--- src/common/sss_cfg.svh ---
// Timing constants for the supply switch sequencer
`ifndef SSS_CFG_SVH
`define SSS_CFG_SVH
`define SSS_CLK_MHZ        50
`define SSS_STEP_US        250
`define SSS_STEP_CYC       (`SSS_STEP_US * `SSS_CLK_MHZ)
`define SSS_NUM_STEPS      4
`define SSS_DETECT_US      20
`define SSS_DETECT_CYC     (`SSS_DETECT_US * `SSS_CLK_MHZ)
`define SSS_SWITCHOVER_US  26
`define SSS_SWITCHOVER_CYC (`SSS_SWITCHOVER_US * `SSS_CLK_MHZ)
`endif

--- src/common/sss_pkg.sv ---
// Types for the supply switch sequencer
package sss_pkg;
    typedef enum logic [2:0] {
        SSS_OFF     = 3'h0,
        SSS_PRIMARY = 3'h1,
        SSS_DETECT  = 3'h2,
        SSS_DRAIN   = 3'h3,
        SSS_SECOND  = 3'h4,
        SSS_OPEN    = 3'h5
    } sss_state_t;
endpackage : sss_pkg

--- src/common/sss_ramp_if.sv ---
// Soft start request and step level between top and ramp
`timescale 1ns/1ps
`default_nettype none
interface sss_ramp_if;
    logic       start;
    logic       active;
    logic [2:0] step;
    modport ctl  (output start, input active, input step);
    modport ramp (input start, output active, output step);
endinterface : sss_ramp_if
`default_nettype wire

--- src/logic/sss_ramp.sv ---
// Stepped soft start timer for the pass switches
`timescale 1ns/1ps
`default_nettype none
`include "sss_cfg.svh"
module sss_ramp
    import sss_pkg::*;
#(
    parameter int STEP_CYC = `SSS_STEP_CYC
) (
    // Clock and reset
    input  wire logic clock_i,
    input  wire logic nrst_i,
    input  wire logic ce_i,
    // Control
    sss_ramp_if.ramp  rif
);
    typedef struct packed {
        logic [31:0] cnt;
        logic [2:0]  step;
    } sss_ramp_st_t;

    sss_ramp_st_t st_ff;
    sss_ramp_st_t nxt_st;

    always_comb begin
        nxt_st = st_ff;
        if (rif.start) begin
            nxt_st.step = 3'h0;
            nxt_st.cnt  = 32'h0;
        end else if (st_ff.step != 3'(`SSS_NUM_STEPS)) begin
            if (st_ff.cnt == 32'(STEP_CYC - 1)) begin
                nxt_st.cnt  = 32'h0;
                nxt_st.step = st_ff.step + 3'h1;
            end else begin
                nxt_st.cnt = st_ff.cnt + 32'h1;
            end
        end
    end

    always_ff @(posedge clock_i) begin
        if (!nrst_i) begin
            st_ff <= '{cnt: 32'h0, step: 3'(`SSS_NUM_STEPS)};
        end else if (ce_i) begin
            st_ff <= nxt_st;
        end
    end

    assign rif.step   = st_ff.step;
    assign rif.active = st_ff.step != 3'(`SSS_NUM_STEPS);

    step_bound_a: assert property (@(posedge clock_i) disable iff (!nrst_i)
        st_ff.step <= 3'(`SSS_NUM_STEPS))
        else $error("ramp step out of range");
endmodule : sss_ramp
`default_nettype wire

--- src/logic/sss_top.sv ---
// Supply selection sequencer with soft start and UART buffers
`timescale 1ns/1ps
`default_nettype none
`include "sss_cfg.svh"
module sss_top
    import sss_pkg::*;
#(
    parameter int STEP_CYC   = `SSS_STEP_CYC,
    parameter int DETECT_CYC = `SSS_DETECT_CYC,
    parameter int SWITCH_CYC = `SSS_SWITCHOVER_CYC
) (
    // Clock and reset
    input  wire logic       clock_i,
    input  wire logic       nrst_i,
    input  wire logic       ce_i,
    // Supply monitors
    input  wire logic       first_valid_i,
    input  wire logic       first_high_i,
    input  wire logic       second_valid_i,
    input  wire logic       thermal_shutdown_i,
    input  wire logic       secondary_enable_i,
    // Pass switches
    output logic            primary_pass_switches_o,
    output logic            second_pass_switches_o,
    output logic            primary_output_on_o,
    output logic            secondary_output_on_o,
    output logic [2:0]      soft_step_o,
    output logic            output_valid_n_indicator_o,
    // UART buffers
    input  wire logic       output_enable_i,
    input  wire logic       cable_transmit_in_i,
    input  wire logic       host_receive_in_i,
    output logic            host_transmit_out_o,
    output logic            host_transmit_out_oe_o,
    output logic            cable_receive_out_o
);
    typedef struct packed {
        sss_state_t  state;
        logic [31:0] cnt;
        logic        prim_on;
        logic        sec_on;
        logic        valid;
        logic        tx;
        logic        tx_oe;
        logic        rx;
    } sss_top_st_t;

    sss_top_st_t st_ff;
    sss_top_st_t nxt_st;
    sss_ramp_if  rif ();
    logic        fault;
    logic        sel_second;

    sss_ramp #(
        .STEP_CYC (STEP_CYC)
    ) u_ramp (
        .clock_i (clock_i),
        .nrst_i  (nrst_i),
        .ce_i    (ce_i),
        .rif     (rif)
    );

    assign fault = thermal_shutdown_i;

    always_comb begin
        nxt_st    = st_ff;
        rif.start = 1'b0;
        case (st_ff.state)
            SSS_OFF: begin
                nxt_st.cnt = 32'h0;
                if (!fault && first_valid_i) begin
                    nxt_st.state = SSS_PRIMARY;
                    rif.start    = 1'b1;
                end else if (!fault && !first_high_i && second_valid_i) begin
                    nxt_st.state = SSS_SECOND;
                    rif.start    = 1'b1;
                end
            end
            SSS_PRIMARY: begin
                if (fault || (!first_valid_i && !first_high_i)) begin
                    nxt_st.state = SSS_OFF;
                end else if (first_high_i) begin
                    nxt_st.state = SSS_DETECT;
                    nxt_st.cnt   = 32'h0;
                end
            end
            SSS_DETECT, SSS_DRAIN: begin
                // Fixed wait stands in for the load-dependent discharge
                nxt_st.cnt = st_ff.cnt + 32'h1;
                if (fault) begin
                    nxt_st.state = SSS_OFF;
                end else if (!first_high_i) begin
                    nxt_st.state = SSS_OFF;
                end else if (!second_valid_i) begin
                    nxt_st.state = SSS_OPEN;
                end else if (st_ff.cnt >= 32'(DETECT_CYC + SWITCH_CYC - 1)) begin
                    nxt_st.state = SSS_SECOND;
                    rif.start    = 1'b1;
                end else if (st_ff.cnt >= 32'(DETECT_CYC - 1)) begin
                    nxt_st.state = SSS_DRAIN;
                end
            end
            SSS_SECOND: begin
                if (fault || !second_valid_i || first_valid_i) begin
                    nxt_st.state = SSS_OFF;
                end
            end
            SSS_OPEN: begin
                if (fault || !first_high_i || second_valid_i) begin
                    nxt_st.state = SSS_OFF;
                end
            end
            default: nxt_st.state = SSS_OFF;
        endcase
        sel_second     = nxt_st.state == SSS_SECOND;
        nxt_st.prim_on = nxt_st.state == SSS_PRIMARY;
        // Secondary output follows its enable in PRIMARY, and in SECOND only while first_high_i is set; first supply wins
        nxt_st.sec_on  = (nxt_st.prim_on && secondary_enable_i)
                      || (sel_second && first_high_i
                          && secondary_enable_i);
        // Newly enabled secondary output ramps from high resistance
        if (nxt_st.sec_on && !st_ff.sec_on) begin
            rif.start = 1'b1;
        end
        nxt_st.valid   = nxt_st.sec_on;
        // Buffers live on the output rail fed in SSS_PRIMARY or SSS_SECOND
        if (!(nxt_st.prim_on || sel_second) || !nxt_st.valid) begin
            nxt_st.tx_oe = 1'b0;
            nxt_st.tx    = 1'b0;
        end else begin
            nxt_st.tx_oe = output_enable_i;
            nxt_st.tx    = output_enable_i & cable_transmit_in_i;
        end
        nxt_st.rx = (nxt_st.prim_on || sel_second)
                  & host_receive_in_i;
    end

    always_ff @(posedge clock_i) begin
        if (!nrst_i) begin
            st_ff <= '{state: SSS_OFF, cnt: 32'h0, default: 1'b0};
        end else if (ce_i) begin
            st_ff <= nxt_st;
        end
    end

    assign primary_pass_switches_o    = st_ff.state == SSS_PRIMARY;
    assign second_pass_switches_o     = st_ff.state == SSS_SECOND;
    assign primary_output_on_o        = st_ff.prim_on;
    assign secondary_output_on_o      = st_ff.sec_on;
    assign soft_step_o                = rif.step;
    assign output_valid_n_indicator_o = st_ff.valid;
    assign host_transmit_out_o        = st_ff.tx;
    assign host_transmit_out_oe_o     = st_ff.tx_oe;
    assign cable_receive_out_o        = st_ff.rx;

    hv_open_a: assert property (@(posedge clock_i) disable iff (!nrst_i)
        ce_i && st_ff.state == SSS_PRIMARY && first_high_i && !fault
        |=> !primary_pass_switches_o)
        else $error("primary switches stayed closed in over-voltage");
    no_second_a: assert property (@(posedge clock_i) disable iff (!nrst_i)
        ce_i && !second_valid_i |=> !second_pass_switches_o
            || !$past(ce_i))
        else $error("closed onto invalid second supply");
    tx_float_a: assert property (@(posedge clock_i) disable iff (!nrst_i)
        !output_valid_n_indicator_o |-> !host_transmit_out_oe_o)
        else $error("host transmit driven while indicator low");
    tx_follow_a: assert property (@(posedge clock_i) disable iff (!nrst_i)
        ce_i && nxt_st.valid && output_enable_i |=> host_transmit_out_oe_o)
        else $error("enable pin ignored while indicator high");
    tx_data_a: assert property (@(posedge clock_i) disable iff (!nrst_i)
        host_transmit_out_oe_o |-> host_transmit_out_o == $past(cable_transmit_in_i)
            || !$past(ce_i))
        else $error("host transmit level wrong");
    rx_pass_a: assert property (@(posedge clock_i) disable iff (!nrst_i)
        ce_i && st_ff.prim_on && nxt_st.prim_on |=> cable_receive_out_o
            == $past(host_receive_in_i))
        else $error("receive buffer not following");
    thermal_off_a: assert property (@(posedge clock_i) disable iff (!nrst_i)
        ce_i && fault |=> !primary_output_on_o)
        else $error("primary output on in thermal shutdown");
    valid_ind_a: assert property (@(posedge clock_i) disable iff (!nrst_i)
        output_valid_n_indicator_o |-> secondary_output_on_o)
        else $error("indicator high without secondary output");
    drain_wait_a: assert property (@(posedge clock_i) disable iff (!nrst_i)
        st_ff.state == SSS_DETECT && ce_i |=> !second_pass_switches_o)
        else $error("closed onto second supply without drain");
endmodule : sss_top
`default_nettype wire

--- config.mk ---
export PLATFORM = sky130hd
export DESIGN_NAME = sss_top
export DESIGN_NICKNAME = d
export VERILOG_FILES = /design/src/common/sss_pkg.sv /design/src/common/sss_ramp_if.sv /design/src/logic/sss_ramp.sv /design/src/logic/sss_top.sv
export VERILOG_INCLUDE_DIRS = /design/src /design/src/common
export SDC_FILE = /design/constraint.sdc
export NUM_CORES = 1
export LEC_CHECK = 0
export BUFFER_PORTS_ARGS = -buffer_cell sky130_fd_sc_hd__buf_2
export CAP_MARGIN = 20
export CORE_MARGIN = 4
export CORE_UTILIZATION = 40
export DETAILED_ROUTE_END_ITERATION = 8
export GPL_TIMING_DRIVEN = 0
export SLEW_MARGIN = 25
export SYNTH_ARGS = -nofsm -noshare
export SYNTH_HDL_FRONTEND = slang
export SYNTH_HIERARCHICAL = 1
export SYNTH_SLANG_ARGS = --single-unit
--- constraint.sdc ---
create_clock -name clock_i -period 5.82 [get_ports clock_i]
set_input_delay 0.291 -clock clock_i [delete_from_list [all_inputs] [get_ports clock_i]]
set_output_delay 0.291 -clock clock_i [all_outputs]
set_load 0.005 [all_outputs]
* Word-level counts from Yosys, hierarchy flattened *
Index checks and enable logic that the tools add are counted.

word-level totals
  bits in registers = 75
  output and inout bits = 11
  word-level logic and storage cells = 85

operators by class
  add/sub/neg operators = 3
  order comparisons = 2
  equal/unequal tests = 11
  multiplexer cells = 27
  bitwise gates (word level) = 2
  reduce and logical (&&, ||, !) cells = 31

operators with widths
  kind                     number
  $mux W35                 3
  $pmux W32 S3             1
  $add A32 B1 Y32 const B  2
  $mux W32                 2
  $mux W3                  11
  $eq A32 B14 Y1 const B   1
  $ge A32 B10 Y1 const B   1
  $ge A32 B12 Y1 const B   1
  $pmux W3 S5              1
  $eq A3 B3 Y1 const B     3
  $logic_and A1 B1 Y1      8
  $logic_or A1 B1 Y1       8
  $logic_not A1 Y1         7
  $mux W1                  7
  $eq A3 B1 Y1 const B     2
  $eq A3 B2 Y1 const B     2
  $ne A2 B2 Y1 const B     2
  $reduce_and A4 Y1        1
  $reduce_bool A2 Y1       2
  $add A3 B1 Y3 const B    1
  $logic_not A3 Y1         1
  $ne A3 B3 Y1 const B     1
  $reduce_and A3 Y1        1
  $reduce_bool A3 Y1       1
  other kinds (5)          6

* Longest topological paths before layout *
Gate-level depths: netlist of the first run.

  word-level depth = 15
  gate-level depth with buffers = 13
  mapped depth without buffers = 12

* Modules after synthesis *
The synthesis of the first run kept the hierarchy.

by module, submodules not included
  module    instances  cells each  area each (um2)
  sss_top   1          257         2067.0
  sss_ramp  1          201         1767.9

* Least setup slack after synthesis of the first run *
Ideal clock, no wire load.

  path kind = flip-flop to flip-flop
  start = register st_ff[6] (netlist name)
  end = register u_ramp/st_ff[33] (netlist name)
  library setup time = 0.115 ns
  arrival = 3.383 ns
  required time = 5.705 ns
  path slack = 2.322 ns
  stages on the path, launching flop included = 14
  period minus slack after synthesis = 3.498 ns
  cells stage by stage = dfxtp_1 ha_1 a211oi_2 nor3b_1 o41a_1 a222oi_1 mux2i_1 o221ai_2 and3b_1 nor4b_1 clkbuf_1 nand4_1 xnor2_1 nor2_1

RTL lines
  element               line            RTL
  to (signal assigned)  sss_ramp.sv:42  st_ff <= '{cnt: 32'h0, step: 3'(`SSS_NUM_STEPS)};
  to (signal assigned)  sss_ramp.sv:44  st_ff <= nxt_st;
  to (decl)             sss_ramp.sv:22  sss_ramp_st_t st_ff;

==> results of run 1 <==
==> layout by cell type, fill, tap and decap left out, drive strengths merged, types with 2 or more instances in the layout <==
cell type and n:
nor3 18, o31ai 2, a211oi 2, nand2b 3, bufinv 4, nor4b 2, and3b 2, and4 5
nand2 28, nor2b 5, or3 3, and2 3, nor4 11, or4 2, mux2i 6, a21oi 5
nand3 24, buf 32, nor3b 3, o211a 3, ha 4, and3 10, nand4 33, xnor2 27
xor2 33, nor2 78, clkbuf 23, inv 16, dfxtp 75, o2111ai 3, o21ai 11
==> how the worst max path moves through the flow <==
stage                       endpoint  slack, ns  cells after the start
finish              u_ramp/st_ff[29]       1.37                     13
global route        u_ramp/st_ff[29]       1.08                     13
CTS                 u_ramp/st_ff[29]       1.40                     13
detailed placement  u_ramp/st_ff[31]       1.43                     13
global placement    u_ramp/st_ff[31]       1.47                     13
floorplan           u_ramp/st_ff[33]       2.32                     13
==> sequential cells by signal, indices dropped and copies added, names as in the netlist <==
| name | count |
|---|---|
| st_ff | 35 |
| cable_receive_out_o | 1 |
| primary_output_on_o | 1 |
| host_transmit_out_oe_o | 1 |
| host_transmit_out_o | 1 |
| u_ramp/st_ff | 32 |
| u_ramp/rif.step | 3 |
| output_valid_n_indicator_o | 1 |
==> per-layer routing <==
layer	routed length (um)	vias to the layer above	share of wire	track usage
met3	256	10	0.031	0.0233
met2	3730	48	0.46	0.239
met1	4090	1523	0.50	0.213
met5	0	-	0	0
li1	-	1669	-	-
met4	95	0	0.012	0.0490
==> power by group through the flow <==
stage / logic, mW / registers [mW] / clock network, mW
floorplan: 0.0512 / 0.534 / 0
global placement: 0.0722 / 0.534 / 0
detailed placement: 0.0730 / 0.535 / 0
CTS: 0.0734 / 0.523 / 0.548
global route: 0.0820 / 0.523 / 0.569
finish: 0.0725 / 0.523 / 0.534
==> metrics by stage <==
| step | cell area, um2 | utilization | cells | setup slack, ns |
|---|---|---|---|---|
| after floorplan | 3830 | - | 457 | 2.32 |
| after global placement | 4100 | 0.441 | 607 | 1.47 |
| after detailed placement | 4100 | 0.441 | 607 | 1.43 |
| after CTS | 4370 | 0.471 | 623 | 1.40 |
| after global routing | 4370 | 0.471 | 623 | 1.08 |
| final | 4370 | 0.471 | 623 | 1.37 |
==> critical path: cells and delay by family, from the launching register on <==
| family | cells | cell delay (ns) |
|---|---|---|
| xor+xnor | 1 | 0.19 |
| compound gates | 4 | 1.54 |
| buf+inv | 1 | 0.46 |
| fa+ha+maj | 1 | 0.30 |
| flops | 1 | 0.34 |
| mux | 1 | 0.30 |
| simple gates | 5 | 1.22 |
==> cell type report <==
class	instances	area [um2]	share of cell area
Inverter	16	60.1	0.0137
Multi-Input combinational cell	342	2130	0.488
Sequential cell	75	1500	0.343
Tap cell	129	161	0.0369
Clock inverter	6	136	0.0312
Timing Repair Buffer	21	105	0.0240
Clock buffer	10	138	0.0315
Buffer	24	138	0.0315
==> impl_metrics.csv, run 1 <==
group,metric,value,unit
status,status,"finished clean",
placed_design,post-dp-hpwl,5850,um
setup_path,rrSetupSlack,1.37,ns
worst_hold_path,holdCritStartpoint,"cable_transmit_in_i",
sta,timing.hold.ws,0.237,ns
floorplan,initial_core_util,0.413,
cts,clkLatencyLatePin,0.34,ns
pwr,p_total,1.13,mW
logic_synthesis,syn-cell-area,0.00383,mm2
global_routing,grt_max_degree,14,
floorplan,die_w,106,um
routing,drt_wl_total,8170,um
pwr,power.density,258,mW/mm2
setup_path,path_max_fanout,10,
pwr,power_frac_clock,0.473,
sta,maxSlewViolCount,0,
pwr,p_comb_frac,0.064,
worst_hold_path,hp-class,"in -> reg",
sta,finalCritPeriodShare,0.764,
setup_path,reg2reg_from,"st_ff[6]",
cts,cts_tree,"yes",
global_routing,grt_pass1_wl,14300,um
routing,via_per_inst,5.22,
pwr,p_switching,0.241,mW
routing,drtPass1Iterations,4,
setup_path,r2r_end,"u_ramp/st_ff[29]",
routing,dr_total_vias,3250,
cells_and_area,antennaDiodeCount,0,
routing,drt_iter0_drc,171,
cells_and_area,area_delta_synth_final,14.1,%
global_routing,grt_pass1_vias,3077,
sta,finClkSkew,0.0160,ns
cts,htreeDepth,3,
cts,post_cts_buffers,0,
cts,cts_inserted_buffers,9,
pwr,p_leak,1.57,nW
sta,rsz0062_at_grt,"false",
setup_path,crit_chain,"ha_1, a211oi_2, nor3b_1, o41a_1, a222oi_1, mux2i_1, o221ai_2, and3b_1, nor4b_1, clkbuf_1, nand4_1, xor2_1, nor2_1",
cts,post_cts_resized,0,
global_routing,grt_usage,0.152,
sta,setup-violations-final,0,
floorplan,coreArea,0.00928,mm2
routing,drcViolationCount,0,
logic_synthesis,syn-instance-count,457,
cells_and_area,drive_gt1_frac,0.109,
cells_and_area,nets,504,
routing,antenna_left,0,
sta,tightest_slew,0.767,ns
placed_design,port_buffers,21,
setup_path,cpPeakStageDelay,0.72,ns
setup_path,critPathSlowestCell,"a222oi_1",
pwr,p_seq_frac,0.463,
sta,final.setup.tns,0,ns
worst_hold_path,hold_depth,3,
setup_path,critical_path_class,"reg -> reg",
sta,max_freq,225,MHz
floorplan,die-area,0.0112,mm2
sta,period_minus_slack,4.45,ns
pwr,ir_drop,133,uV
cts,clk_path_buf_depth,2,
cells_and_area,fillers,948,
worst_hold_path,holdPathEnd,"host_transmit_out_o",
cts,cts.sink_count,75,
placed_design,place.gp.congestion,0.817,
logic_synthesis,synth_nets,472,
floorplan,rows,35,
floorplan,ios,22,
pwr,intPower,0.888,mW
setup_path,cp.required,6.05,ns
routing,wl_per_cell,13.1,um
logic_synthesis,avgSynthCellArea,8.38,um2
floorplan,die_y,106,um
setup_path,cp-start-kind,"flip-flop",
setup_path,worstPathArrival,4.68,ns
setup_path,end_kind,"flip-flop",
logic_synthesis,ys.warnings.count,6,
sta,slew_headroom,0.488,
setup_path,reg2regPathDepth,13,
sta,hold_viol,0,
cts,clk_pin_slew_worst_paths,0.08,ns
global_routing,antenna_found_initial,0,
pwr,netSwitchingFraction,0.214,
cts,clock-root-buffer,"clkbuf_8",
flow_run,cap_violations,0,
cts,cts-hold-fix-buffers,0,
global_routing,grt_overflow_total,0,
setup_path,critPathLaunch,"st_ff[6]",
Note: power is estimated with default switching activity, not from simulation.
==> inputs of run 2 (changes only) <==
clock period = 4.3 ns   (was 5.82 ns; I/O delays follow)
==> impl_metrics.csv, run 2 (synthesized netlist as in run 1, its figures left out) <==
group,metric,value,unit
status,status,"finished clean",
cells_and_area,area_delta_synth_final,14.7,%
setup_path,worstPathArrival,4.13,ns
pwr,p_leak,1.58,nW
sta,final.setup.tns,0,ns
placed_design,port_buffers,21,
global_routing,antenna_found_initial,0,
pwr,p_comb_frac,0.066,
pwr,ir_drop,180,uV
routing,via_per_inst,5.20,
routing,dr_total_vias,3248,
cells_and_area,largestRegisters,"st_ff (35), u_ramp/st_ff (32), u_ramp/rif.step (3)",
cells_and_area,layout_commonest_cell,"nor2_1",
cells_and_area,largest_reg_flops,35,
routing,drcViolationCount,0,
sta,timing.hold.ws,0.160,ns
pwr,power.density,348,mW/mm2
routing,drtPass1Iterations,4,
floorplan,die-area,0.0112,mm2
sta,period_minus_slack,3.90,ns
pwr,p_switching,0.327,mW
cells_and_area,multi_input_area,0.00214,mm2
cells_and_area,fillers,946,
worst_hold_path,hp-class,"in -> reg",
cells_and_area,drive_gt1_frac,0.115,
routing,drt_iter0_drc,147,
cells_and_area,regMostFlops,"st_ff",
cts,clock-root-buffer,"clkbuf_8",
cells_and_area,stdcell_count,625,
pwr,p_seq_frac,0.462,
cts,clk_pin_slew_worst_paths,0.08,ns
routing,wl_per_cell,13.0,um
floorplan,initial_core_util,0.413,
floorplan,coreArea,0.00928,mm2
cells_and_area,regArea,0.00150,mm2
placed_design,place.gp.congestion,0.817,
sta,rsz0062_at_grt,"false",
cts,cts_tree,"yes",
cts,cts_inserted_buffers,9,
sta,maxSlewViolCount,0,
pwr,netSwitchingFraction,0.214,
sta,tightest_slew,0.581,ns
pwr,p_total,1.53,mW
setup_path,cp.required,4.53,ns
pwr,power_frac_clock,0.472,
flow_run,cap_violations,0,
global_routing,grt_pass1_wl,14400,um
cells_and_area,antennaDiodeCount,0,
floorplan,ios,22,
setup_path,end_kind,"flip-flop",
sta,finClkSkew,0.0148,ns
setup_path,path_max_fanout,10,
floorplan,rows,35,
sta,max_freq,256,MHz
cells_and_area,layout_common_cells,"78 x nor2_1, 75 x dfxtp_1, 33 x nand4_1, 33 x xor2_1, 28 x nand2_1",
cts,htreeDepth,3,
floorplan,die_w,106,um
setup_path,critical_path_class,"reg -> reg",
sta,setup-violations-final,0,
cts,clk_path_buf_depth,2,
routing,drt_wl_total,8150,um
global_routing,grt_max_degree,14,
cts,clkLatencyLatePin,0.34,ns
pwr,intPower,1.20,mW
floorplan,die_y,106,um
sta,hold_viol,0,
sta,finalCritPeriodShare,0.907,
global_routing,grt_overflow_total,0,
cts,cts.sink_count,75,
cells_and_area,nets,506,
placed_design,dp_cells,607,
routing,antenna_left,0,
setup_path,cp-start-kind,"flip-flop",
global_routing,grt_pass1_vias,3089,
global_routing,grt_usage,0.152,
placed_design,post-dp-hpwl,5850,um
sta,slew_headroom,0.610,
run 2: layout make-up:
type,count,area share
Inverter,16,0.0137
Clock buffer,10,0.0313
Sequential cell,75,0.342
Multi-Input combinational cell,342,0.487
Clock inverter,6,0.0310
Buffer,24,0.0313
Timing Repair Buffer,23,0.0273
Tap cell,129,0.0367
run 2: power by group through the flow:
stage | combinational [mW] | sequential [mW] | clock [mW]
2_1_floorplan | 0.0693 | 0.722 | 0
4_1_cts | 0.101 | 0.707 | 0.742
3_5_place_dp | 0.0988 | 0.724 | 0
3_3_place_gp | 0.0978 | 0.723 | 0
6_report | 0.100 | 0.707 | 0.722
5_1_grt | 0.113 | 0.708 | 0.770
run 2: critical path: stages, from the launching register on:
cell and delay [ns]:
dfxtp_1 0.34, ha_1 0.30, a211oi_2 0.24, nor3b_1 0.08, o41a_1 0.30, a222oi_1 0.32, buf_4 0.18, mux2i_1 0.14
o221ai_2 0.25, and3b_1 0.26, nor3_1 0.52, clkbuf_1 0.45, nand4_1 0.18, xor2_1 0.18, nor2_1 0.05
run 2: metrics by stage:
stage	utilization	cell area (um2)	setup slack (ns)
2_1_floorplan	-	3830	0.802
3_3_place_gp	0.441	4100	-0.0517
3_5_place_dp	0.441	4100	-0.0858
4_1_cts	0.473	4390	0.274
5_1_grt	0.473	4390	0.0331
6_report	0.473	4390	0.400
run 2: worst paths after layout:
check,startpoint,to,slack (ns),cells past startpoint
max reg2reg,st_ff[6],u_ramp/st_ff[30],0.40,14
min reg2reg,host_transmit_out_o,host_transmit_out_o,0.46,2
min,cable_transmit_in_i,host_transmit_out_o,0.16,3
max,st_ff[6],u_ramp/st_ff[30],0.40,14
run 2: metal layers:
| layer | vias to the layer above | wire length, um | track usage |
|---|---|---|---|
| li1 | 1669 | - | - |
| met2 | 50 | 3770 | 0.241 |
| met5 | - | 0 | 0 |
| met4 | 0 | 97 | 0.0481 |
| met1 | 1519 | 4050 | 0.213 |
| met3 | 10 | 232 | 0.0233 |
run 2: repair_timing:
item | 4_1_cts | 5_1_grt
setup buffers | 2 | 0
gates resized for setup | 0 | 1
hold buffers | 0 | 0
setup endpoints to repair | 16 | 4
pin swaps | 1 | 0
